[config.mk]
export PLATFORM = sky130hd
export DESIGN_NAME = mcs_sync_ctrl
export DESIGN_NICKNAME = d
export VERILOG_FILES = /design/src/hw/mcs_pkg.sv /design/src/hw/mcs_sif_master.sv /design/src/hw/mcs_sync_ctrl.sv
export VERILOG_INCLUDE_DIRS = /design/src /design/src/hw
export SDC_FILE = /design/constraint.sdc
export NUM_CORES = 1
export LEC_CHECK = 0
export ABC_CLOCK_PERIOD_IN_PS = 5100
export BUFFER_PORTS_ARGS = -buffer_cell sky130_fd_sc_hd__buf_4
export CORE_MARGIN = 10
export CORE_UTILIZATION = 38
export CTS_CLUSTER_DIAMETER = 120
export CTS_CLUSTER_SIZE = 40
export DETAILED_ROUTE_END_ITERATION = 10
export PLACE_DENSITY = 0.55
export RECOVER_POWER = 100
export SLEW_MARGIN = 25
export SYNTH_ARGS = -nofsm -noshare
export SYNTH_HDL_FRONTEND = slang
export SYNTH_SLANG_ARGS = --single-unit
export TNS_END_PERCENT = 50
[constraint.sdc]
create_clock -name clk -period 5.1 [get_ports clk]
set_clock_uncertainty 0.1 [all_clocks]
set_input_delay 0.255 -clock clk [delete_from_list [all_inputs] [get_ports clk]]
set_output_delay 0.255 -clock clk [all_outputs]
set_load 0.02 [all_outputs]
[src/hw/mcs_map.svh]
// Offsets, field positions, reset values and timing counts of the controller.
`ifndef MCS_MAP_SVH
`define MCS_MAP_SVH

// Controller register offsets (byte addresses on the software port).
`define MCS_OFS_CTRL 8'h00
`define MCS_OFS_STATUS 8'h04
`define MCS_OFS_ALIGN 8'h08
`define MCS_OFS_FMT 8'h0C
`define MCS_OFS_MAIN 8'h10
`define MCS_OFS_PLL 8'h14
`define MCS_OFS_FUSE 8'h18
`define MCS_OFS_ALARM 8'h1C

// Control register fields.
`define MCS_CTRL_START 0
`define MCS_CTRL_PLL 1
`define MCS_CTRL_RETRY 2

// Status register fields.
`define MCS_STAT_BUSY 8
`define MCS_STAT_RUN 9
`define MCS_STAT_FAIL 10
`define MCS_STAT_ALARM 11

// Device register addresses on the serial interface.
`define MCS_DEV_MAIN 7'h00
`define MCS_DEV_ALARM 7'h05
`define MCS_DEV_PLL 7'h18
`define MCS_DEV_FUSE 7'h1B
`define MCS_DEV_FMT 7'h1F
`define MCS_DEV_ALIGN 7'h20

// Device register field positions.
`define MCS_BIT_CLKDIV_ENA 2
`define MCS_BIT_NDIV_SYNC 11
`define MCS_BIT_FUSE_SLEEP 11
`define MCS_BIT_CLKDIV_SEL 0
`define MCS_CLKDIV_SEL_OUTPUT_STROBE 1'h1

// Reset values of the device images held by the controller.
`define MCS_RST_ALIGN 16'h0000
`define MCS_RST_FMT 16'h0000
`define MCS_RST_MAIN 16'h0000
`define MCS_RST_PLL 16'h0000
`define MCS_RST_FUSE 16'h0000

// Timing.
`define MCS_CLK_NS 8
`define MCS_RESET_NS 25
`define MCS_RST_CYC ((`MCS_RESET_NS + `MCS_CLK_NS - 1) / `MCS_CLK_NS)
`define MCS_SYNC_CYC 16
`define MCS_SETTLE_CYC 64
`define MCS_SIF_HALF 8

`endif

[src/hw/mcs_pkg.sv]
// Types shared by the sync controller and its serial master.
package mcs_pkg;

  typedef logic [15:0] mcs_word_t;
  typedef logic [7:0] mcs_addr_t;
  typedef logic [6:0] mcs_dev_addr_t;

  typedef enum logic [4:0]
  {
    S_IDLE = 5'h00,
    S_RST = 5'h01,
    S_RWAIT = 5'h03,
    S_FUSE = 5'h02,
    S_FMT = 5'h06,
    S_ALIGN = 5'h07,
    S_MAIN = 5'h05,
    S_PLLON = 5'h04,
    S_NSYNC = 5'h0C,
    S_PLLOFF = 5'h0D,
    S_SYNC = 5'h0F,
    S_SETTLE = 5'h0E,
    S_RDALM = 5'h0A,
    S_CHECK = 5'h0B,
    S_CLKOFF = 5'h09,
    S_RUN = 5'h08,
    S_FAIL = 5'h18
  } mcs_state_e;

endpackage

[src/hw/mcs_sif_master.sv]
// Serial interface master: 24-bit frames, sclk from a divider, shared sdio.
`timescale 1ns/1ns
`include "mcs_map.svh"

module mcs_sif_master #(
  parameter int HALF = `MCS_SIF_HALF
) (
  // Clock and reset
  input wire logic clk,
  input wire logic rst,
  // Command side
  input wire logic start,
  input wire logic rnw,
  input wire mcs_pkg::mcs_dev_addr_t addr,
  input wire mcs_pkg::mcs_word_t wdata,
  output logic busy,
  output logic done,
  output mcs_pkg::mcs_word_t rdata,
  // Serial pins
  output logic sclk,
  output logic sdenb_n,
  output logic sdio_out,
  output logic sdio_oe_n,
  input wire logic sdio_in
);
  import mcs_pkg::*;

  logic active_reg;
  logic [7:0] div_reg;
  logic [4:0] bit_reg;
  logic [23:0] shift_reg;
  logic rnw_reg;
  logic sclk_reg;
  logic done_reg;
  logic [2:0] sdio_sync;
  logic sdio_q;
  mcs_word_t rdata_reg;
  logic tick;

  assign tick = div_reg == 8'(HALF - 1);

  always_ff @(posedge clk)
  begin
    if (rst || !active_reg || tick)
      div_reg <= 8'h00;
    else
      div_reg <= div_reg + 8'h01;
  end

  // Data changes on the falling edge so the device sees it stable at rise.
  always_ff @(posedge clk)
  begin
    if (rst)
    begin
      active_reg <= 1'b0;
      sclk_reg <= 1'b0;
      bit_reg <= 5'h00;
      shift_reg <= 24'h000000;
      rnw_reg <= 1'b0;
      done_reg <= 1'b0;
    end
    else
    begin
      done_reg <= 1'b0;
      if (!active_reg && start)
      begin
        active_reg <= 1'b1;
        shift_reg <= {rnw, addr, wdata};
        rnw_reg <= rnw;
        bit_reg <= 5'h00;
        sclk_reg <= 1'b0;
      end
      else if (active_reg && tick)
      begin
        if (!sclk_reg)
          sclk_reg <= 1'b1;
        else
        begin
          sclk_reg <= 1'b0;
          if (bit_reg == 5'h17)
          begin
            active_reg <= 1'b0;
            done_reg <= 1'b1;
          end
          else
          begin
            bit_reg <= bit_reg + 5'h01;
            shift_reg <= {shift_reg[22:0], 1'b0};
          end
        end
      end
    end
  end

  // The synchroniser costs four cycles, well inside a half period.
  always_ff @(posedge clk)
  begin
    if (rst)
    begin
      sdio_sync <= 3'h0;
      sdio_q <= 1'b0;
    end
    else
    begin
      sdio_sync <= {sdio_sync[1:0], sdio_in};
      if (sdio_sync[1] == sdio_sync[2])
        sdio_q <= sdio_sync[2];
    end
  end

  always_ff @(posedge clk)
  begin
    if (rst)
      rdata_reg <= 16'h0000;
    else if (active_reg && tick && sclk_reg && rnw_reg && bit_reg >= 5'h08)
      rdata_reg <= {rdata_reg[14:0], sdio_q};
  end

  assign busy = active_reg;
  assign done = done_reg;
  assign rdata = rdata_reg;
  assign sclk = sclk_reg;
  assign sdenb_n = !active_reg;
  assign sdio_out = shift_reg[23];
  assign sdio_oe_n = !(active_reg && (!rnw_reg || bit_reg < 5'h08));

  property p_frame_ends;
    @(posedge clk) disable iff (rst)
    $fell(sdenb_n) |-> !sdenb_n [*8] ##[1:1000] sdenb_n;
  endproperty
  a_frame_ends: assert property (p_frame_ends)
    else $error("serial frame did not end in time");

  property p_read_releases;
    @(posedge clk) disable iff (rst)
    (active_reg && rnw_reg && bit_reg >= 5'h08) |-> sdio_oe_n;
  endproperty
  a_read_releases: assert property (p_read_releases)
    else $error("sdio driven during read data phase");

endmodule

[src/hw/mcs_sync_ctrl.sv]
// Start-up and multi-device sync sequencer that drives the converter's pins.
`timescale 1ns/1ns
`include "mcs_map.svh"

// Behaviour
// - With PLL bypassed, use dual sync mode and strobe as divider source.
// - After alignment, confirm no FIFO alarm in status or on alarm pin.
// - When alignment is complete, write zero to divider alignment enable.
// - One sync edge suffices; clear prescaler alignment enable afterwards.
// - PLL order: divider reset, disable it, align, check alarms, disable.
// - Hold transmit gate low; reset pin low at least 25 ns first.
// - After programming, set fuse sleep bit 11 of its register; the code sets it in the first write, before the other registers.
// - Present all link inputs together, then supply the alignment pulses.
// - In single source mode issue one rising edge for all alignment.
// - Converter clock may come before or after register programming.
// - On clock loss or FIFO alarm drop gate and redo alignment; the code reacts to the alarm pin in run, and at check with the retry bit set to pin or alarm word.
// - Transmission starts only when the gate pin or software bit is set.
module mcs_sync_ctrl #(
  parameter int SYNC_CYC = `MCS_SYNC_CYC,
  parameter int SETTLE_CYC = `MCS_SETTLE_CYC,
  parameter int SIF_HALF = `MCS_SIF_HALF
) (
  // Clock and reset
  input wire logic clk,
  input wire logic rst,
  // Software register port
  input wire mcs_pkg::mcs_addr_t reg_addr,
  input wire logic [31:0] reg_wdata,
  input wire logic reg_wr,
  input wire logic reg_rd,
  output logic [31:0] reg_rdata,
  // Converter control pins
  output logic active_low_reset_pin_n,
  output logic txenable,
  output logic sync_out,
  output logic lvds_en,
  input wire logic alarm_in,
  // Serial interface pins
  output logic sclk,
  output logic sdenb_n,
  output logic sdio_out,
  output logic sdio_oe_n,
  input wire logic sdio_in
);
  import mcs_pkg::*;

  localparam int RST_CYC = `MCS_RST_CYC;

  mcs_state_e state_reg;
  mcs_state_e state_next;
  logic [15:0] cnt_reg;
  logic pll_mode_reg;
  logic retry_reg;
  logic start_reg;
  mcs_word_t align_val_reg;
  mcs_word_t fmt_val_reg;
  mcs_word_t main_val_reg;
  mcs_word_t pll_val_reg;
  mcs_word_t fuse_val_reg;
  mcs_word_t alarm_word_reg;
  logic [2:0] alarm_sync;
  logic alarm_q;
  logic issued_reg;
  logic active_low_reset_pin_reg;
  logic tx_reg;
  logic sync_reg;
  logic lvds_reg;
  logic fail_reg;
  logic [31:0] rdata_reg;
  logic sif_state;
  logic sif_start;
  logic sif_rnw;
  mcs_dev_addr_t sif_addr;
  mcs_word_t sif_wdata;
  logic sif_busy;
  logic sif_done;
  mcs_word_t sif_rdata;
  logic pulse_state;
  logic alarm_bad;

  // Software register writes.
  always_ff @(posedge clk)
  begin
    if (rst)
    begin
      start_reg <= 1'b0;
      pll_mode_reg <= 1'b0;
      retry_reg <= 1'b0;
      align_val_reg <= `MCS_RST_ALIGN;
      fmt_val_reg <= `MCS_RST_FMT;
      main_val_reg <= `MCS_RST_MAIN;
      pll_val_reg <= `MCS_RST_PLL;
      fuse_val_reg <= `MCS_RST_FUSE;
    end
    else
    begin
      start_reg <= 1'b0;
      if (reg_wr)
      begin
        case (reg_addr)
          `MCS_OFS_CTRL:
          begin
            start_reg <= reg_wdata[`MCS_CTRL_START];
            pll_mode_reg <= reg_wdata[`MCS_CTRL_PLL];
            retry_reg <= reg_wdata[`MCS_CTRL_RETRY];
          end
          `MCS_OFS_ALIGN: align_val_reg <= reg_wdata[15:0];
          `MCS_OFS_FMT: fmt_val_reg <= reg_wdata[15:0];
          `MCS_OFS_MAIN: main_val_reg <= reg_wdata[15:0];
          `MCS_OFS_PLL: pll_val_reg <= reg_wdata[15:0];
          `MCS_OFS_FUSE: fuse_val_reg <= reg_wdata[15:0];
          default: ;
        endcase
      end
    end
  end

  // Software register reads; unmapped offsets read zero.
  always_ff @(posedge clk)
  begin
    if (rst)
      rdata_reg <= 32'h00000000;
    else if (reg_rd)
    begin
      case (reg_addr)
        `MCS_OFS_CTRL:
          rdata_reg <= {29'h00000000, retry_reg, pll_mode_reg, 1'b0};
        `MCS_OFS_STATUS:
          rdata_reg <= {20'h00000, alarm_q, fail_reg, state_reg == S_RUN,
                        state_reg != S_IDLE, 3'h0, state_reg};
        `MCS_OFS_ALIGN: rdata_reg <= {16'h0000, align_val_reg};
        `MCS_OFS_FMT: rdata_reg <= {16'h0000, fmt_val_reg};
        `MCS_OFS_MAIN: rdata_reg <= {16'h0000, main_val_reg};
        `MCS_OFS_PLL: rdata_reg <= {16'h0000, pll_val_reg};
        `MCS_OFS_FUSE: rdata_reg <= {16'h0000, fuse_val_reg};
        `MCS_OFS_ALARM: rdata_reg <= {16'h0000, alarm_word_reg};
        default: rdata_reg <= 32'h00000000;
      endcase
    end
  end

  assign reg_rdata = rdata_reg;

  // The alarm pin is asynchronous: a change counts once stages 2 and 3 agree.
  always_ff @(posedge clk)
  begin
    if (rst)
    begin
      alarm_sync <= 3'h0;
      alarm_q <= 1'b0;
    end
    else
    begin
      alarm_sync <= {alarm_sync[1:0], alarm_in};
      if (alarm_sync[1] == alarm_sync[2])
        alarm_q <= alarm_sync[2];
    end
  end

  assign alarm_bad = alarm_q || (alarm_word_reg != 16'h0000);
  assign pulse_state = state_reg == S_NSYNC || state_reg == S_SYNC;

  // Sequencer.
  always_comb
  begin
    state_next = state_reg;
    case (state_reg)
      S_IDLE:
        if (start_reg)
          state_next = S_RST;
      // The converter clock need not run yet, so nothing waits for it.
      S_RST:
        if (cnt_reg == 16'(RST_CYC - 1))
          state_next = S_RWAIT;
      S_RWAIT:
        if (cnt_reg == 16'(RST_CYC - 1))
          state_next = S_FUSE;
      S_FUSE:
        if (sif_done)
          state_next = S_FMT;
      S_FMT:
        if (sif_done)
          state_next = S_ALIGN;
      S_ALIGN:
        if (sif_done)
          state_next = S_MAIN;
      S_MAIN:
        if (sif_done)
          state_next = pll_mode_reg ? S_PLLON : S_SYNC;
      S_PLLON:
        if (sif_done)
          state_next = S_NSYNC;
      S_NSYNC:
        if (cnt_reg == 16'(2 * SYNC_CYC - 1))
          state_next = S_PLLOFF;
      S_PLLOFF:
        if (sif_done)
          state_next = S_SYNC;
      S_SYNC:
        if (cnt_reg == 16'(2 * SYNC_CYC - 1))
          state_next = S_SETTLE;
      S_SETTLE:
        if (cnt_reg == 16'(SETTLE_CYC - 1))
          state_next = S_RDALM;
      S_RDALM:
        if (sif_done)
          state_next = S_CHECK;
      S_CHECK:
        if (alarm_bad)
          state_next = retry_reg ? S_FMT : S_FAIL;
        else
          state_next = S_CLKOFF;
      S_CLKOFF:
        if (sif_done)
          state_next = S_RUN;
      S_RUN:
        if (alarm_q)
          state_next = S_FMT;
      S_FAIL:
        if (start_reg)
          state_next = S_RST;
        else if (retry_reg)
          state_next = S_FMT;
      default:
        state_next = S_IDLE;
    endcase
  end

  always_ff @(posedge clk)
  begin
    if (rst)
      state_reg <= S_IDLE;
    else
      state_reg <= state_next;
  end

  always_ff @(posedge clk)
  begin
    if (rst || state_next != state_reg)
      cnt_reg <= 16'h0000;
    else
      cnt_reg <= cnt_reg + 16'h0001;
  end

  always_ff @(posedge clk)
  begin
    if (rst)
      fail_reg <= 1'b0;
    else if (state_reg == S_CHECK)
      fail_reg <= alarm_bad;
  end

  always_ff @(posedge clk)
  begin
    if (rst)
      alarm_word_reg <= 16'h0000;
    else if (state_reg == S_RDALM && sif_done)
      alarm_word_reg <= sif_rdata;
  end

  // Reset and gate pins follow the next state so they line up with the state itself; sync follows the current state and lags it a cycle.
  always_ff @(posedge clk)
  begin
    if (rst)
    begin
      active_low_reset_pin_reg <= 1'b1;
      tx_reg <= 1'b0;
      sync_reg <= 1'b0;
    end
    else
    begin
      active_low_reset_pin_reg <= state_next != S_RST;
      tx_reg <= state_next == S_RUN;
      // One rising edge per pulse state; a lone edge is all the device needs.
      sync_reg <= pulse_state && cnt_reg < 16'(SYNC_CYC);
    end
  end

  // Data, data clock and frame are released together before any sync pulse.
  always_ff @(posedge clk)
  begin
    if (rst)
      lvds_reg <= 1'b0;
    else if (state_reg == S_MAIN && sif_done)
      lvds_reg <= 1'b1;
    else if (state_next inside {S_RST, S_FMT, S_IDLE})
      lvds_reg <= 1'b0;
  end

  assign active_low_reset_pin_n = active_low_reset_pin_reg;
  assign txenable = tx_reg;
  assign sync_out = sync_reg;
  assign lvds_en = lvds_reg;

  // Serial command for the current step.
  always_comb
  begin
    sif_state = 1'b1;
    sif_rnw = 1'b0;
    sif_addr = `MCS_DEV_MAIN;
    sif_wdata = main_val_reg;
    case (state_reg)
      S_FUSE:
      begin
        sif_addr = `MCS_DEV_FUSE;
        sif_wdata = fuse_val_reg;
        sif_wdata[`MCS_BIT_FUSE_SLEEP] = 1'b1;
      end
      S_FMT:
      begin
        sif_addr = `MCS_DEV_FMT;
        sif_wdata = fmt_val_reg;
      end
      S_ALIGN:
      begin
        sif_addr = `MCS_DEV_ALIGN;
        sif_wdata = align_val_reg;
        if (!pll_mode_reg)
          sif_wdata[`MCS_BIT_CLKDIV_SEL] = `MCS_CLKDIV_SEL_OUTPUT_STROBE;
      end
      S_MAIN:
        sif_wdata[`MCS_BIT_CLKDIV_ENA] = 1'b1;
      S_PLLON:
      begin
        sif_addr = `MCS_DEV_PLL;
        sif_wdata = pll_val_reg;
        sif_wdata[`MCS_BIT_NDIV_SYNC] = 1'b1;
      end
      S_PLLOFF:
      begin
        sif_addr = `MCS_DEV_PLL;
        sif_wdata = pll_val_reg;
        sif_wdata[`MCS_BIT_NDIV_SYNC] = 1'b0;
      end
      S_CLKOFF:
        sif_wdata[`MCS_BIT_CLKDIV_ENA] = 1'b0;
      S_RDALM:
      begin
        sif_addr = `MCS_DEV_ALARM;
        sif_rnw = 1'b1;
      end
      default:
        sif_state = 1'b0;
    endcase
  end

  // One frame per serial step; the flag stops a second launch.
  always_ff @(posedge clk)
  begin
    if (rst || sif_done)
      issued_reg <= 1'b0;
    else if (sif_start)
      issued_reg <= 1'b1;
  end

  assign sif_start = sif_state && !issued_reg && !sif_busy;

  mcs_sif_master #(
    .HALF(SIF_HALF)
  ) u_sif (
    .clk(clk),
    .rst(rst),
    .start(sif_start),
    .rnw(sif_rnw),
    .addr(sif_addr),
    .wdata(sif_wdata),
    .busy(sif_busy),
    .done(sif_done),
    .rdata(sif_rdata),
    .sclk(sclk),
    .sdenb_n(sdenb_n),
    .sdio_out(sdio_out),
    .sdio_oe_n(sdio_oe_n),
    .sdio_in(sdio_in)
  );

  property p_tx_only_run;
    @(posedge clk) disable iff (rst)
    txenable |-> state_reg == S_RUN;
  endproperty
  a_tx_only_run: assert property (p_tx_only_run)
    else $error("transmit gate high outside run");

  property p_reset_width;
    @(posedge clk) disable iff (rst)
    $fell(active_low_reset_pin_n) |-> (!active_low_reset_pin_n && !txenable) [*4] ##1 active_low_reset_pin_n;
  endproperty
  a_reset_width: assert property (p_reset_width)
    else $error("reset pulse width wrong");

  property p_alarm_drops_tx;
    @(posedge clk) disable iff (rst)
    (state_reg == S_RUN && alarm_q) |=> !txenable && state_reg == S_FMT;
  endproperty
  a_alarm_drops_tx: assert property (p_alarm_drops_tx)
    else $error("alarm in run did not drop the gate");

  property p_check_blocks;
    @(posedge clk) disable iff (rst)
    (state_reg == S_CHECK && alarm_bad) |=> state_reg != S_CLKOFF;
  endproperty
  a_check_blocks: assert property (p_check_blocks)
    else $error("alarm ignored at check");

  property p_bypass_skips_pll;
    @(posedge clk) disable iff (rst)
    (state_reg == S_MAIN && sif_done && !pll_mode_reg)
      |=> state_reg == S_SYNC;
  endproperty
  a_bypass_skips_pll: assert property (p_bypass_skips_pll)
    else $error("bypass mode touched the pll step");

  property p_sync_in_pulse;
    @(posedge clk) disable iff (rst)
    sync_out |-> pulse_state && lvds_en;
  endproperty
  a_sync_in_pulse: assert property (p_sync_in_pulse)
    else $error("sync pulse outside its step");

  property p_run_after_clkoff;
    @(posedge clk) disable iff (rst)
    $rose(state_reg == S_RUN) |-> $past(state_reg) == S_CLKOFF;
  endproperty
  a_run_after_clkoff: assert property (p_run_after_clkoff)
    else $error("run entered without disabling divider alignment");

  property p_pll_order;
    @(posedge clk) disable iff (rst)
    ($rose(state_reg == S_SYNC) && pll_mode_reg)
      |-> $past(state_reg) == S_PLLOFF;
  endproperty
  a_pll_order: assert property (p_pll_order)
    else $error("pll divider reset not disabled before alignment");

  property p_single_edge;
    @(posedge clk) disable iff (rst)
    $rose(sync_out) |-> sync_out [*8];
  endproperty
  a_single_edge: assert property (p_single_edge)
    else $error("sync pulse too short");

endmodule

---- After elaboration in Yosys (flattened, before gate mapping) ----
Index checks and enable logic that the tools add are counted.
cells by class
  $add $sub $neg .......................... 3
  $mul .................................... 0
  div/mod/pow operators ................... 0
  $lt $le $gt $ge ......................... 3
  equal/unequal tests ..................... 36
  shift operators ......................... 0
  mux-type cells .......................... 41
  bitwise gates (word level) .............. 5
  reductions and logical operators ........ 46
operator list
  kind                                                   count
  case mux 16 bit (8 select lines)                       1
  2-to-1 mux 24 bit                                      4
  2-to-1 mux 5 bit                                       19
  case mux 5 bit (17 select lines)                       1
  case mux 13 bit (5 select lines)                       1
  equality test 5 x 4 -> 1 bit (second input constant)   9
  equality test 8 x 5 -> 1 bit (second input constant)   4
  case mux 6 bit (5 select lines)                        1
  equality test 5 x 3 -> 1 bit (second input constant)   5
  adder 16 x 1 -> 16 bit (second input constant)         1
  equality test 16 x 2 -> 1 bit (second input constant)  1
  equality test 16 x 5 -> 1 bit (second input constant)  1
  equality test 16 x 6 -> 1 bit (second input constant)  1
  equality test 8 x 3 -> 1 bit (second input constant)   2
  equality test 8 x 4 -> 1 bit (second input constant)   2
  < comparator 16 x 5 -> 1 bit (second input constant)   1
  nonzero test 16 bit                                    1
  AND reduction 2 bit                                    6
  logical AND 1 bit                                      11
  2-to-1 mux 1 bit                                       11
  equality test 5 x 1 -> 1 bit (second input constant)   2
  equality test 5 x 2 -> 1 bit (second input constant)   2
  equality test 5 bit (second input constant)            2
  zero test 5 bit                                        2
  23 further kinds                                       43
word-level totals
  register bits ........................... 223
  bits in latches ......................... 0
  RAM bits ................................ 0
  bits in read-only memories .............. 0
  input port bits ......................... 46
  output and inout port bits .............. 40
  logic and storage cells ................. 164
  memories ................................ 0

---- Longest topological paths before layout ----
Gate-level depths: netlist of the first run.
  depth in word-level cells ............... 8
  depth in mapped cells ................... 10
  depth with buffers taken out ............ 8

---- By module ----
A second synthesis of the first run with hierarchy kept.
unflattened totals
  cell total of the unflattened synthesis .. 1,237
  area, all modules ....................... 10,034.6 µm²
modules (own cells, without submodules)
  module          instances  cells each  area an instance (µm²)
  mcs_sync_ctrl   1          950         7,454.6
  mcs_sif_master  1          287         2,580.0

---- Worst setup path after synthesis of the first run ----
Ideal clock, no wire load.
  path kind ............................... register to register
  start point ............................. register cnt_reg[0]
  end point ............................... register cnt_reg[10]
  library setup time ...................... 123 ps
  arrival time ............................ 2,408 ps
  data required time ...................... 4,877 ps
  path slack .............................. 2,470 ps
  cell stages (with the launch flop) ...... 9
  path buffers ............................ 1
  period minus slack after synthesis ...... 2,630 ps
  path through ............................ dfxtp_1 ha_1 or4b_1 or4_1 o221ai_1 nor3_1 o221ai_1 buf_2 nor3_2
between the ends
  word-level cells in the longest chain between the ends .. 5
  elaborated cells on any way between the ends .. 12
ends and longest elaborated chain
  what                                                         line                  text
  start: declaration                                           mcs_sync_ctrl.sv:51   logic [15:0] cnt_reg;
  start signal: assignment                                     mcs_sync_ctrl.sv:242  cnt_reg <= cnt_reg + 16'h0001;
  equality test 16 x 6 -> 1 bit, or another cell as far along  mcs_sync_ctrl.sv:203  if (cnt_reg == 16'(SETTLE_CYC - 1))
  2-to-1 mux 5 bit, on equally long branches                   --
  case mux 5 bit (17 select lines)                             mcs_sync_ctrl.sv:167  case (state_reg)
  != test 5 bit                                                mcs_sync_ctrl.sv:239  if (rst || state_next != state_reg)
  logical OR 1 bit                                             mcs_sync_ctrl.sv:239
Parallel ways exist; a longest one is shown, timed or not.
A chain may end at the register's enable or synchronous reset.

---- Worst setup path in the final report of the first run ----
  start point ............................. register state_reg[0]
  end point ............................... register u_sif.bit_reg[2]
between the ends
  word-level cells in the longest chain between the ends .. 7
  elaborated cells on any way between the ends .. 14
ends and longest elaborated chain
  what                                                        line                  text
  start: declaration                                          mcs_sync_ctrl.sv:49   mcs_state_e state_reg;
  start signal: assignment                                    mcs_sync_ctrl.sv:234  state_reg <= state_next;
  equality test 5 x 4 -> 1 bit, or another cell as far along  mcs_sync_ctrl.sv:302  case (state_reg)
  OR reduction 8 bit (no source line) (*)                     --
  2-to-1 mux 1 bit (*)                                        mcs_sync_ctrl.sv:302
  logical AND 1 bit (*) (2 in a row)                          mcs_sync_ctrl.sv:356  assign sif_start = sif_state && !issued_reg && !sif_busy;
  logical AND 1 bit (*)                                       mcs_sif_master.sv:65  if (!active_reg && start)
  OR reduction 2 bit (no source line) (*)                     --
  end signal: assignment                                      mcs_sif_master.sv:87  bit_reg <= bit_reg + 5'h01;
  end: declaration                                            mcs_sif_master.sv:30  logic [4:0] bit_reg;
Mark *: on every way between the ends. The rest lies on a longest branch, timed or not.

==> flow_metrics.py, run 1 <==
metrics = {
    "clock_tree": {
        "clock_buffers_created_by_tritoncts": 9,
        "cts_tree": "yes",
        "post-cts-setup-buffer-count": 0,
        "clock_sinks": 207,
        "htree_levels": 1,
        "clk_pin_slew_ns": 0.15,
        "postCtsResizedCells": 0,
        "clk-insertion-delay-late_ns": 0.49,
        "cts.root.buffer_cell": "sky130_fd_sc_hd__clkbuf_16",
        "ctsLongestPathBuffers": 3,
    },
    "sta": {
        "fmax_mhz": 269,
        "fin_crit_ns": 3.71,
        "worst_pin_slew_ns": 1.64,
        "min_period_over_period": 0.728,
        "setup_viol": 0,
        "setup_tns_ns": 0,
        "rsz_0062_raised_after_global_routing": "false",
        "relSlewSlack": -0.104,
        "drv_slew": 10,
        "finalHoldViolations": 0,
        "timing.final.ws_setup_ns": 1.39,
    },
    "logic_synthesis": {
        "yosysSeqAreaShare": 0.442,
        "synth_edf_count": 0,
        "post-synth-top-area-cell": "sky130_fd_sc_hd__dfxtp_1",
        "post-synth-top-area-fraction": 0.442,
        "postSynth.topFlopCell": "sky130_fd_sc_hd__dfxtp_1",
        "synth_async_sr_flop_share": 0,
        "yosys-top-cells-area": "sky130_fd_sc_hd__dfxtp_1, sky130_fd_sc_hd__nand2_1, sky130_fd_sc_hd__a21oi_1, sky130_fd_sc_hd__a211oi_1, sky130_fd_sc_hd__mux2i_1",
        "synth.cells.most_frequent": "sky130_fd_sc_hd__nand2_1, sky130_fd_sc_hd__dfxtp_1, sky130_fd_sc_hd__a21oi_1, sky130_fd_sc_hd__nor2_1, sky130_fd_sc_hd__clkbuf_1",
        "synth.most_common_cell": "sky130_fd_sc_hd__nand2_1",
        "yosysWarnings": 0,
        "synth-seq-cells": 207,
        "syn_area_um2": 9380,
        "yosys.cell_types.count": 62,
        "syn_inst": 1152,
        "postSynthAreaPerCell_um2": 8.15,
    },
    "min_path": {
        "holdCritPathClass": "input port to flip-flop",
    },
    "setup_path": {
        "critical_path_arrival_ns": 4.04,
        "crit_fanout": 24,
        "setup.worst_path.end_class": "flip-flop",
        "crit_required_ns": 5.43,
        "cp_common_cell": "sky130_fd_sc_hd__nand2b_1",
        "reg2reg_setup_slack_ns": 1.39,
        "critPathMaxStageDelay_ns": 0.99,
        "critical_path_cell_sequence": "nor2b_1, o21a_1, o21ai_0, nand2b_1, clkbuf_1, nand2b_1, nor3_1",
        "worstSetupPathType": "flip-flop to flip-flop",
        "timing.critical_path.slowest_stage_cell": "sky130_fd_sc_hd__dfxtp_1",
        "start_kind": "flip-flop",
    },
    "die": {
        "fp-row-count": 57,
        "floorplan.initialDensity": 0.386,
        "i_o_pin_count": 86,
        "fp.dieW_um": 177,
        "die_h_um": 177,
        "fp.dieArea_um2": 31400,
        "floorplan.core_area_um2": 24300,
    },
    "global_routing": {
        "grtUsageTotal": 0.179,
        "globalRouteOverflowTotal": 0,
        "grt_start_max_net_pins": 96,
        "global_route_wire_length_before_repair_um": 45000,
        "vias_in_the_first_global_route": 7845,
        "antenna_found_initial": 0,
    },
    "detailed_routing": {
        "detail_route.vias_per_cell": 5.58,
        "vias": 8348,
        "avgRoutedWirePerCell_um": 19.4,
        "antenna_left": 0,
        "drtIter0Drc": 1065,
        "drt_drc_violations_left": 0,
        "drt-pass1-iter-count": 9,
        "total_wirelength_of_the_detailed_routed_design_um": 29000,
    },
    "pwr": {
        "power_density_nw_per_um2": 266,
        "static-leakage-power_nw": 3.28,
        "ir_drop_v": 0.000207,
    },
    "placement": {
        "place_ws_ns": 1.83,
        "placed_area_um2": 9940,
        "gp_congestion": 0.859,
        "post-dp-hpwl_um": 18800,
        "number_of_buffer_cells_added_on_primary_ports": 53,
    },
    "outcome": {
        "violations": "max-capacitance violations, max-slew violations",
        "status": "complete, but fails checks",
    },
    "layout": {
        "area.growth.synth_to_final_pct": 8.72,
        "insertedDiodeCount": 0,
        "final_nets": 1220,
        "largest_register_ff_count": 24,
        "layout.cell_area.non_filler_um2": 10200,
        "ratio_of_cells_with_drive_above_1_in_the_final_layout": 0.0632,
        "final.fill_count": 2542,
    },
    "job": {
        "drv.max_cap_violation_count": 1,
    },
}
==> repair_timing <==
| item | in CTS | in global routing |
|---|---|---|
| endpoints found under the setup margin | 0 | 0 |
| endpoints found under the hold margin | 84 | 0 |
| hold buffers | 18 | 0 |
==> through the flow <==
| stage | power, W | instances | util | hold WS (ns) |
|---|---|---|---|---|
| 6_report | 0.00271 | 1495 | 0.420 | 0.106 |
| 5_1_grt | 0.00281 | 1495 | 0.420 | 0.144 |
| 4_1_cts | 0.00276 | 1494 | 0.427 | 0.0941 |
| 3_5_place_dp | 0.00188 | 1465 | 0.409 | 0.325 |
| 3_3_place_gp | 0.00188 | 1465 | 0.409 | 0.327 |
| 2_1_floorplan | 0.00182 | 1167 | - | 0.283 |
==> cells by family (layout without fill, tap and decap cells) <==
kind of cell,count (synthesis),after routing,share of synthesized area
buffers and inverters,108,112,0.0573
xor gates and xnor gates,28,28,0.0261
adders and majority gates,3,3,0.00400
DFF,207,207,0.442
AOI/OAI and AO/OA,290,290,0.201
and+or+nand+nor,485,485,0.237
muxes,30,30,0.0327
other,1,16,0.000400
==> per-layer routing <==
metal / vias up / part of all wire / track usage
met1: 4015 / 0.45 / 0.243
met5: - / 0 / 0
met3: 28 / 0.062 / 0.0275
met2: 262 / 0.47 / 0.287
met4: 0 / 0.021 / 0.0504
li1: 4043 / - / -
==> layout make-up <==
cell class,count,area (um^2),share of cell area
Inverter,10,37.5,0.00368
Timing Repair Buffer,91,623,0.0611
Tap cell,324,405,0.0397
Sequential cell,207,4140,0.406
Clock buffer,9,225,0.0221
Clock inverter,2,38.8,0.00380
Multi-Input combinational cell,852,4730,0.463
==> cell usage in the layout (no fill, tap or decap), drive strengths merged, types with 9 or more instances in the layout <==
cell type    count
inv             11
a311oi          12
clkbuf          42
xor2            15
nand3           22
nor2b           15
a222oi          23
and3             9
mux2i           25
nand4           10
a21oi          137
buf             40
a22oi           14
conb            16
nor2            66
nand2b          11
nand2          287
a22o            11
nor3            29
a211oi          36
xnor2           13
dfxtp          207
o21ai           21
dlygate4sd3     18
a221oi          13
==> power by group <==
part           switching, W  internal, W  leakage (nW)
Combinational      0.000124    0.0000578          1.49
Clock              0.000540     0.000338         0.127
Sequential        0.0000195      0.00163          1.67
==> final timing paths <==
check | from | depth (start not counted) | endpoint
worst max-delay path | state_reg[0]$_SDFF_PP0_ | 7 | u_sif.bit_reg[2]$_SDFFE_PP0P_
worst min-delay path | reg_rd | 2 | reg_rdata[9]$_SDFFE_PP0P_
worst max register to register | state_reg[0]$_SDFF_PP0_ | 7 | u_sif.bit_reg[2]$_SDFFE_PP0P_
worst min register to register | alarm_sync[0]$_SDFF_PP0_ | 1 | alarm_sync[1]$_SDFF_PP0_
==> critical path: cells and delay by family, from the launching register on <==
kind	cells	cell delay, ns
AOI/OAI and AO/OA	2	0.46
buffers and inverters	1	0.65
DFF	1	0.99
and+or+nand+nor	4	1.43
Power figures use the tool's default switching activity.
==> inputs of run 2 (changes only) <==
--- a/config.mk
+++ b/config.mk
@@ -6,14 +6,15 @@
 export SDC_FILE = /design/constraint.sdc
 export NUM_CORES = 1
 export LEC_CHECK = 0
-export ABC_CLOCK_PERIOD_IN_PS = 5100
+export ABC_AREA = 1
+export ABC_CLOCK_PERIOD_IN_PS = 3400
 export BUFFER_PORTS_ARGS = -buffer_cell sky130_fd_sc_hd__buf_4
 export CORE_MARGIN = 10
 export CORE_UTILIZATION = 38
 export CTS_CLUSTER_DIAMETER = 120
 export CTS_CLUSTER_SIZE = 40
 export DETAILED_ROUTE_END_ITERATION = 10
-export PLACE_DENSITY = 0.55
+export PLACE_DENSITY = 0.57
 export RECOVER_POWER = 100
 export SLEW_MARGIN = 25
 export SYNTH_ARGS = -nofsm -noshare
==> constraint.sdc (replaced) <==
create_clock -name clk -period 3.4 [get_ports clk]
set_clock_uncertainty 0.1 [all_clocks]
set_input_delay 0.17 -clock clk [delete_from_list [all_inputs] [get_ports clk]]
set_output_delay 0.17 -clock clk [all_outputs]
set_load 0.02 [all_outputs]
==> flow_metrics.py, run 2 <==
metrics = {
    "global_routing": {
        "globalRouteOverflowTotal": 0,
        "vias_in_the_first_global_route": 7911,
        "global_route_wire_length_before_repair_um": 44400,
        "grt_start_max_net_pins": 63,
        "grtUsageTotal": 0.174,
        "antenna_found_initial": 0,
    },
    "setup_path": {
        "worstSetupPathDepth": 8,
        "crit_start": "state_reg[4]$_SDFF_PP0_",
        "rr_startpoint": "state_reg[4]$_SDFF_PP0_",
        "critical_path_arrival_ns": 3.16,
        "worstSetupEndpoint": "u_sif.shift_reg[1]$_SDFFE_PP0P_",
        "critical_path_cell_sequence": "inv_1, clkbuf_1, nand3_1, nand2_1, clkinv_1, o221ai_1, nand2_1, a31oi_1",
        "critPathMaxStageDelay_ns": 0.46,
        "worstPathBufferInverterCount": 3,
        "critical_path.reg2reg.endpoint": "u_sif.shift_reg[1]$_SDFFE_PP0P_",
        "setup.worst_path.end_class": "flip-flop",
        "start_kind": "flip-flop",
        "worstSetupPathType": "flip-flop to flip-flop",
        "top_family_by_delay_on_critical_path": "buffers and inverters",
        "crit_required_ns": 3.68,
        "crit_fanout": 10,
        "cp_common_cell": "sky130_fd_sc_hd__nand2_1",
        "timing.critical_path.slowest_stage_cell": "sky130_fd_sc_hd__clkinv_1",
        "worst_reg2reg_path_depth": 8,
        "reg2reg_setup_slack_ns": 0.52,
    },
    "layout": {
        "most-common-layout-cells": "sky130_fd_sc_hd__dfxtp_1, sky130_fd_sc_hd__nand2_1, sky130_fd_sc_hd__inv_1",
        "insertedDiodeCount": 0,
        "ratio_of_cells_with_drive_above_1_in_the_final_layout": 0.0622,
        "final_common_cell": "sky130_fd_sc_hd__dfxtp_1",
        "final_nets": 1383,
        "layout.cell_area.non_filler_um2": 10300,
        "area.growth.synth_to_final_pct": 10.2,
        "final.fill_count": 2637,
        "largest_register_ff_count": 24,
    },
    "die": {
        "floorplan.initialDensity": 0.386,
        "fp-row-count": 57,
        "fp.dieArea_um2": 31300,
        "floorplan.core_area_um2": 24200,
        "die_h_um": 177,
        "fp.dieW_um": 177,
        "i_o_pin_count": 86,
    },
    "placement": {
        "number_of_buffer_cells_added_on_primary_ports": 53,
        "placed_area_um2": 10000,
        "post-dp-hpwl_um": 19700,
        "gp_congestion": 0.946,
    },
    "min_path": {
        "holdCritPathClass": "input port to flip-flop",
        "min_from": "reg_addr[2]",
    },
    "logic_synthesis": {
        "syn_inst": 1288,
        "synth.most_common_cell": "sky130_fd_sc_hd__dfxtp_1",
        "yosys.cell_types.count": 40,
        "yosysSeqAreaShare": 0.443,
        "synth_async_sr_flop_share": 0,
        "postSynthAreaPerCell_um2": 7.27,
        "yosysWarnings": 0,
        "synth_edf_count": 0,
        "synth-seq-cells": 207,
        "syn_area_um2": 9360,
        "yosys-top-cells-area": "sky130_fd_sc_hd__dfxtp_1, sky130_fd_sc_hd__a21oi_1, sky130_fd_sc_hd__o21ai_0, sky130_fd_sc_hd__nand2_1, sky130_fd_sc_hd__inv_1",
        "post-synth-top-area-cell": "sky130_fd_sc_hd__dfxtp_1",
        "synth.cells.most_frequent": "sky130_fd_sc_hd__dfxtp_1, sky130_fd_sc_hd__nand2_1, sky130_fd_sc_hd__inv_1, sky130_fd_sc_hd__a21oi_1, sky130_fd_sc_hd__o21ai_0",
        "post-synth-top-area-fraction": 0.443,
        "postSynth.topFlopCell": "sky130_fd_sc_hd__dfxtp_1",
    },
    "sta": {
        "fin_crit_ns": 2.88,
        "setup_viol": 0,
        "fmax_mhz": 347,
        "min_period_over_period": 0.849,
        "finalHoldViolations": 0,
        "worst_pin_slew_ns": 1.32,
        "setup_tns_ns": 0,
        "rsz_0062_raised_after_global_routing": "false",
        "relSlewSlack": 0.117,
        "drv_slew": 0,
    },
    "detailed_routing": {
        "vias": 8618,
        "avgRoutedWirePerCell_um": 16.9,
        "drt-pass1-iter-count": 5,
        "total_wirelength_of_the_detailed_routed_design_um": 28100,
        "detail_route.vias_per_cell": 5.20,
        "drtIter0Drc": 817,
        "drt_drc_violations_left": 0,
        "antenna_left": 0,
    },
    "outcome": {
        "status": "finished, final reports clean",
    },
    "clock_tree": {
        "clk-insertion-delay-late_ns": 0.48,
        "ctsLongestPathBuffers": 3,
        "clock_buffers_created_by_tritoncts": 9,
        "clock_sinks": 207,
        "cts_tree": "yes",
        "cts.root.buffer_cell": "sky130_fd_sc_hd__clkbuf_16",
        "htree_levels": 1,
        "postCtsResizedCells": 0,
        "clk_pin_slew_ns": 0.12,
    },
    "pwr": {
        "cell_internal_pwr_w": 0.00304,
        "share_clk_of_total_power": 0.322,
        "ir_drop_v": 0.000280,
        "power_density_nw_per_um2": 388,
        "power.switching_w": 0.000961,
        "combPwrFrac": 0.065,
        "static-leakage-power_nw": 3.68,
        "pwr-share-seq": 0.613,
        "switching_share": 0.240,
    },
    "job": {
        "drv.max_cap_violation_count": 0,
    },
}
## run 2: cell types whose count changed after synthesis, moves of 15 or more
| cell | delta |
|---|---|
| sky130_fd_sc_hd__nor2_1 | +46 |
| sky130_fd_sc_hd__inv_1 | +156 |
| sky130_fd_sc_hd__nand3_1 | +33 |
| sky130_fd_sc_hd__nand2_1 | -114 |
| sky130_fd_sc_hd__o22ai_1 | +45 |
| sky130_fd_sc_hd__mux2i_1 | -25 |
| sky130_fd_sc_hd__a211oi_1 | -34 |
| sky130_fd_sc_hd__a222oi_1 | -23 |
| sky130_fd_sc_hd__nor2b_1 | -15 |
| sky130_fd_sc_hd__o21ai_0 | +116 |
| sky130_fd_sc_hd__a21oi_1 | +23 |
| sky130_fd_sc_hd__o221ai_1 | +15 |
## run 2: tightest hold or removal path, cell delays in order
cell                      delay, ns
sky130_fd_sc_hd__buf_4         0.11
sky130_fd_sc_hd__nor3_1        0.06
sky130_fd_sc_hd__nand2_1       0.09
sky130_fd_sc_hd__nor2_1        0.07
sky130_fd_sc_hd__a21oi_1       0.13
## run 2: layer usage
| metal | track usage | share of wire |
|---|---|---|
| met4 | 0.0361 | 0.012 |
| met2 | 0.273 | 0.45 |
| met1 | 0.249 | 0.47 |
| met5 | 0 | 0 |
| met3 | 0.0226 | 0.069 |
## run 2: power by group through the flow
| stage | registers (W) | clock network (W) | logic (W) |
|---|---|---|---|
| after global routing | 0.00246 | 0.00141 | 0.000287 |
| after detailed placement | 0.00251 | 0 | 0.000243 |
| final | 0.00245 | 0.00129 | 0.000258 |
| after floorplan | 0.00251 | 0 | 0.000172 |
| after CTS | 0.00245 | 0.00133 | 0.000263 |
| after global placement | 0.00251 | 0 | 0.000240 |
## run 2: layout make-up
type	instances	area, um^2	area share
Multi-Input combinational cell	838	4180	0.405
Sequential cell	207	4140	0.402
Inverter	181	679	0.0659
Timing Repair Buffer	97	659	0.0639
Tap cell	324	405	0.0393
Clock buffer	10	239	0.0232
Clock inverter	1	8.76	0.000849
## run 2: logic make-up after synthesis
family	Yosys count	synth area share
adder cells (fa/ha/maj)	3	0.00401
flip-flops	207	0.443
AO/OA/AOI/OAI	406	0.240
buffers and inverters	258	0.113
AND/OR/NAND/NOR	396	0.184
XOR/XNOR	17	0.0159
other	1	0.000401
## run 2: through the flow
| stage | utilization | instances | hold WS, ns | setup WS (ns) | power [W] |
|---|---|---|---|---|---|
| floorplan | - | 1303 | 0.177 | 1.31 | 0.00268 |
| global placement | 0.413 | 1626 | 0.273 | 0.811 | 0.00275 |
| detailed placement | 0.413 | 1626 | 0.280 | 0.752 | 0.00275 |
| CTS | 0.432 | 1658 | 0.0669 | 0.712 | 0.00405 |
| global route | 0.425 | 1658 | 0.138 | 0.300 | 0.00415 |
| finish | 0.425 | 1658 | 0.0826 | 0.515 | 0.00400 |
## run 2: worst min-delay path by stage
| stage | cells after the start | to | slack (ns) |
|---|---|---|---|
| after floorplan | 2 | alarm_sync[0]$_SDFF_PP0_ | 0.18 |
| after global routing | 5 | main_val_reg[0]$_SDFFE_PP0P_ | 0.14 |
| after global placement | 3 | u_sif.sdio_sync[0]$_SDFF_PP0_ | 0.27 |
| after CTS | 5 | main_val_reg[0]$_SDFFE_PP0P_ | 0.07 |
| final | 5 | main_val_reg[0]$_SDFFE_PP0P_ | 0.08 |
| after detailed placement | 3 | u_sif.sdio_sync[0]$_SDFF_PP0_ | 0.28 |
## run 2: what timing repair did
action / CTS / global route
setup buffers: 0 / 0
endpoints found under the hold margin: 86 / 0
hold buffers: 21 / 0
==> inputs of run 3 (changes only) <==
--- a/config.mk
+++ b/config.mk
@@ -7,7 +7,7 @@
 export NUM_CORES = 1
 export LEC_CHECK = 0
 export ABC_AREA = 1
-export ABC_CLOCK_PERIOD_IN_PS = 3400
+export ABC_CLOCK_PERIOD_IN_PS = 2500
 export BUFFER_PORTS_ARGS = -buffer_cell sky130_fd_sc_hd__buf_4
 export CORE_MARGIN = 10
 export CORE_UTILIZATION = 38
==> constraint.sdc (replaced) <==
create_clock -name clk -period 2.5 [get_ports clk]
set_clock_uncertainty 0.1 [all_clocks]
set_input_delay 0.125 -clock clk [delete_from_list [all_inputs] [get_ports clk]]
set_output_delay 0.125 -clock clk [all_outputs]
set_load 0.02 [all_outputs]
==> flow_metrics.py, run 3 (synthesis gave the netlist of run 2 again) <==
metrics = {
    "outcome": {
        "status": "finished, final reports clean",
    },
    "pwr": {
        "static-leakage-power_nw": 3.84,
        "combPwrFrac": 0.067,
        "pwr-share-seq": 0.606,
        "ir_drop_v": 0.000402,
        "switching_share": 0.248,
        "share_clk_of_total_power": 0.327,
        "cell_internal_pwr_w": 0.00414,
        "power.switching_w": 0.00137,
        "power_density_nw_per_um2": 519,
    },
    "sta": {
        "finalHoldViolations": 0,
        "fin_crit_ns": 2.31,
        "min_period_over_period": 0.926,
        "hold_ws_ns": 0.0277,
        "drv_slew": 0,
        "setup_tns_ns": 0,
        "rsz_0062_raised_after_global_routing": "false",
        "relSlewSlack": 0.199,
        "fmax_mhz": 432,
        "worst_pin_slew_ns": 1.20,
        "setup_viol": 0,
    },
    "die": {
        "fp.dieW_um": 177,
        "floorplan.initialDensity": 0.386,
        "fp.dieArea_um2": 31300,
        "i_o_pin_count": 86,
        "fp-row-count": 57,
        "die_h_um": 177,
        "floorplan.core_area_um2": 24200,
    },
    "setup_path": {
        "setup.worst_path.end_class": "flip-flop",
        "crit_fanout": 10,
        "critical_path_arrival_ns": 2.65,
        "critical_path.reg2reg.endpoint": "reg_rdata[8]$_SDFFE_PP0P_",
        "worst_reg2reg_path_depth": 7,
        "worstSetupPathType": "input port to flip-flop",
        "reg2reg_setup_slack_ns": 0.26,
        "critical_path_cell_sequence": "clkbuf_4, or2_2, nor3_1, nand2_1, clkinv_1, nand3_1, dlygate4sd3_1, a21oi_1, dlygate4sd3_1",
        "start_kind": "input port",
        "critPathMaxStageDelay_ns": 0.57,
        "crit_required_ns": 2.84,
        "timing.critical_path.slowest_stage_cell": "sky130_fd_sc_hd__dlygate4sd3_1",
        "cp_common_cell": "sky130_fd_sc_hd__dlygate4sd3_1",
        "rr_startpoint": "state_reg[4]$_SDFF_PP0_",
    },
    "layout": {
        "most-common-layout-cells": "sky130_fd_sc_hd__dfxtp_1, sky130_fd_sc_hd__nand2_1, sky130_fd_sc_hd__inv_1",
        "final_nets": 1407,
        "post-route-util": 0.437,
        "final_common_cell": "sky130_fd_sc_hd__dfxtp_1",
        "final_cell_count_no_fill": 1683,
        "insertedDiodeCount": 0,
        "largest_register_ff_count": 24,
        "ratio_of_cells_with_drive_above_1_in_the_final_layout": 0.0868,
        "layout.cell_area.non_filler_um2": 10600,
        "area.growth.synth_to_final_pct": 13.3,
    },
    "clock_tree": {
        "clk_pin_slew_ns": 0.14,
        "clock_buffers_created_by_tritoncts": 9,
        "cts.root.buffer_cell": "sky130_fd_sc_hd__clkbuf_16",
        "post-cts-setup-buffer-count": 0,
        "htree_levels": 1,
        "clk-insertion-delay-late_ns": 0.50,
        "ctsLongestPathBuffers": 3,
        "cts_tree": "yes",
        "clock_sinks": 207,
    },
    "job": {
        "drv.max_cap_violation_count": 0,
    },
    "min_path": {
        "hold-path-endpoint": "state_reg[2]$_SDFF_PP0_",
        "holdCritPathClass": "input port to flip-flop",
        "min_from": "rst",
        "worstHoldPathCells": 2,
    },
    "global_routing": {
        "vias_in_the_first_global_route": 8088,
        "globalRouteOverflowTotal": 0,
        "grt_most_used_layer": "met2",
        "global_route_wire_length_before_repair_um": 44800,
        "grt_use_met2": 0.272,
        "grtUsageTotal": 0.176,
        "antenna_found_initial": 0,
        "grt_start_max_net_pins": 106,
        "use_met1": 0.254,
        "global_route.usage.met3": 0.0218,
    },
    "detailed_routing": {
        "detail_route.vias_per_cell": 5.13,
        "drtIter0Drc": 805,
        "drt_drc_violations_left": 0,
        "antenna_left": 0,
        "avgRoutedWirePerCell_um": 16.7,
        "vias": 8639,
        "drt-pass1-iter-count": 5,
        "total_wirelength_of_the_detailed_routed_design_um": 28000,
    },
    "placement": {
        "numPlacedInstances": 1646,
        "gp_congestion": 0.940,
        "placed_area_um2": 10200,
        "post-dp-hpwl_um": 19900,
        "number_of_buffer_cells_added_on_primary_ports": 53,
    },
}
-- run 3: cell count changes in the layout (fill, tap and decap cells not counted), moves of 3 or more --
cell,delta
sky130_fd_sc_hd__dfxtp_2,+4
sky130_fd_sc_hd__inv_1,-3
sky130_fd_sc_hd__clkbuf_1,-3
sky130_fd_sc_hd__dlygate4sd3_1,+4
sky130_fd_sc_hd__inv_2,+3
sky130_fd_sc_hd__buf_4,+21
sky130_fd_sc_hd__buf_12,+3
sky130_fd_sc_hd__dfxtp_1,-4
-- run 3: per-stage QoR --
| stage | power [W] | worst slack [ns] |
|---|---|---|
| global route | 0.00570 | 0.00328 |
| finish | 0.00551 | 0.186 |
| detailed placement | 0.00376 | 0.192 |
| CTS | 0.00558 | 0.160 |
| global placement | 0.00376 | 0.170 |
| floorplan | 0.00364 | 0.411 |
-- run 3: worst max path at each step --
stage	endpoint	start	cells past startpoint	slack (ns)
after floorplan	u_sif.shift_reg[2]$_SDFFE_PP0P_	u_sif.div_reg[0]$_SDFF_PP0_	13	0.41
after global placement	cnt_reg[15]$_SDFF_PP0_	state_reg[1]$_SDFF_PP0_	12	0.17
after detailed placement	cnt_reg[15]$_SDFF_PP0_	state_reg[1]$_SDFF_PP0_	12	0.19
after CTS	cnt_reg[15]$_SDFF_PP0_	state_reg[1]$_SDFF_PP0_	11	0.16
after global routing	u_sif.shift_reg[2]$_SDFFE_PP0P_	u_sif.div_reg[0]$_SDFF_PP0_	12	0.003
final	pll_val_reg[0]$_SDFFE_PP0P_	reg_addr[1]	9	0.19
-- run 3: per-layer routing --
metal | share of wire | routed length (um)
met5 | 0 | 0
met4 | 0.016 | 447
met3 | 0.067 | 1870
met2 | 0.44 | 12300
met1 | 0.48 | 13400
-- run 3: power by group through the flow --
stage	clock [W]	combinational [W]	sequential, W
6_report	0.00180	0.000367	0.00334
5_1_grt	0.00195	0.000408	0.00334
4_1_cts	0.00187	0.000380	0.00334
3_5_place_dp	0	0.000350	0.00341
3_3_place_gp	0	0.000351	0.00341
2_1_floorplan	0	0.000234	0.00341
-- run 3: final cells by class --
cell class | count | area, um^2
Clock buffer | 9 | 225
Clock inverter | 3 | 40.0
Fill cell | 2576 | 13600
Inverter | 181 | 679
Multi-Input combinational cell | 838 | 4200
Sequential cell | 207 | 4150
Tap cell | 324 | 405
Timing Repair Buffer | 121 | 905
-- run 3: repair_timing --
| action | 4_1_cts | 5_1_grt |
|---|---|---|
| hold buffers | 25 | 0 |
| endpoints found under the hold margin | 100 | 0 |
| setup endpoints to repair | 0 | 23 |
| gates resized for setup | 0 | 7 |
-- run 3: critical path: cells and delay by family --
kind | cells | cell delay, ns
buffers and inverters | 4 | 1.46
and+or+nand+nor | 4 | 0.90
AOI/OAI and AO/OA | 1 | 0.14
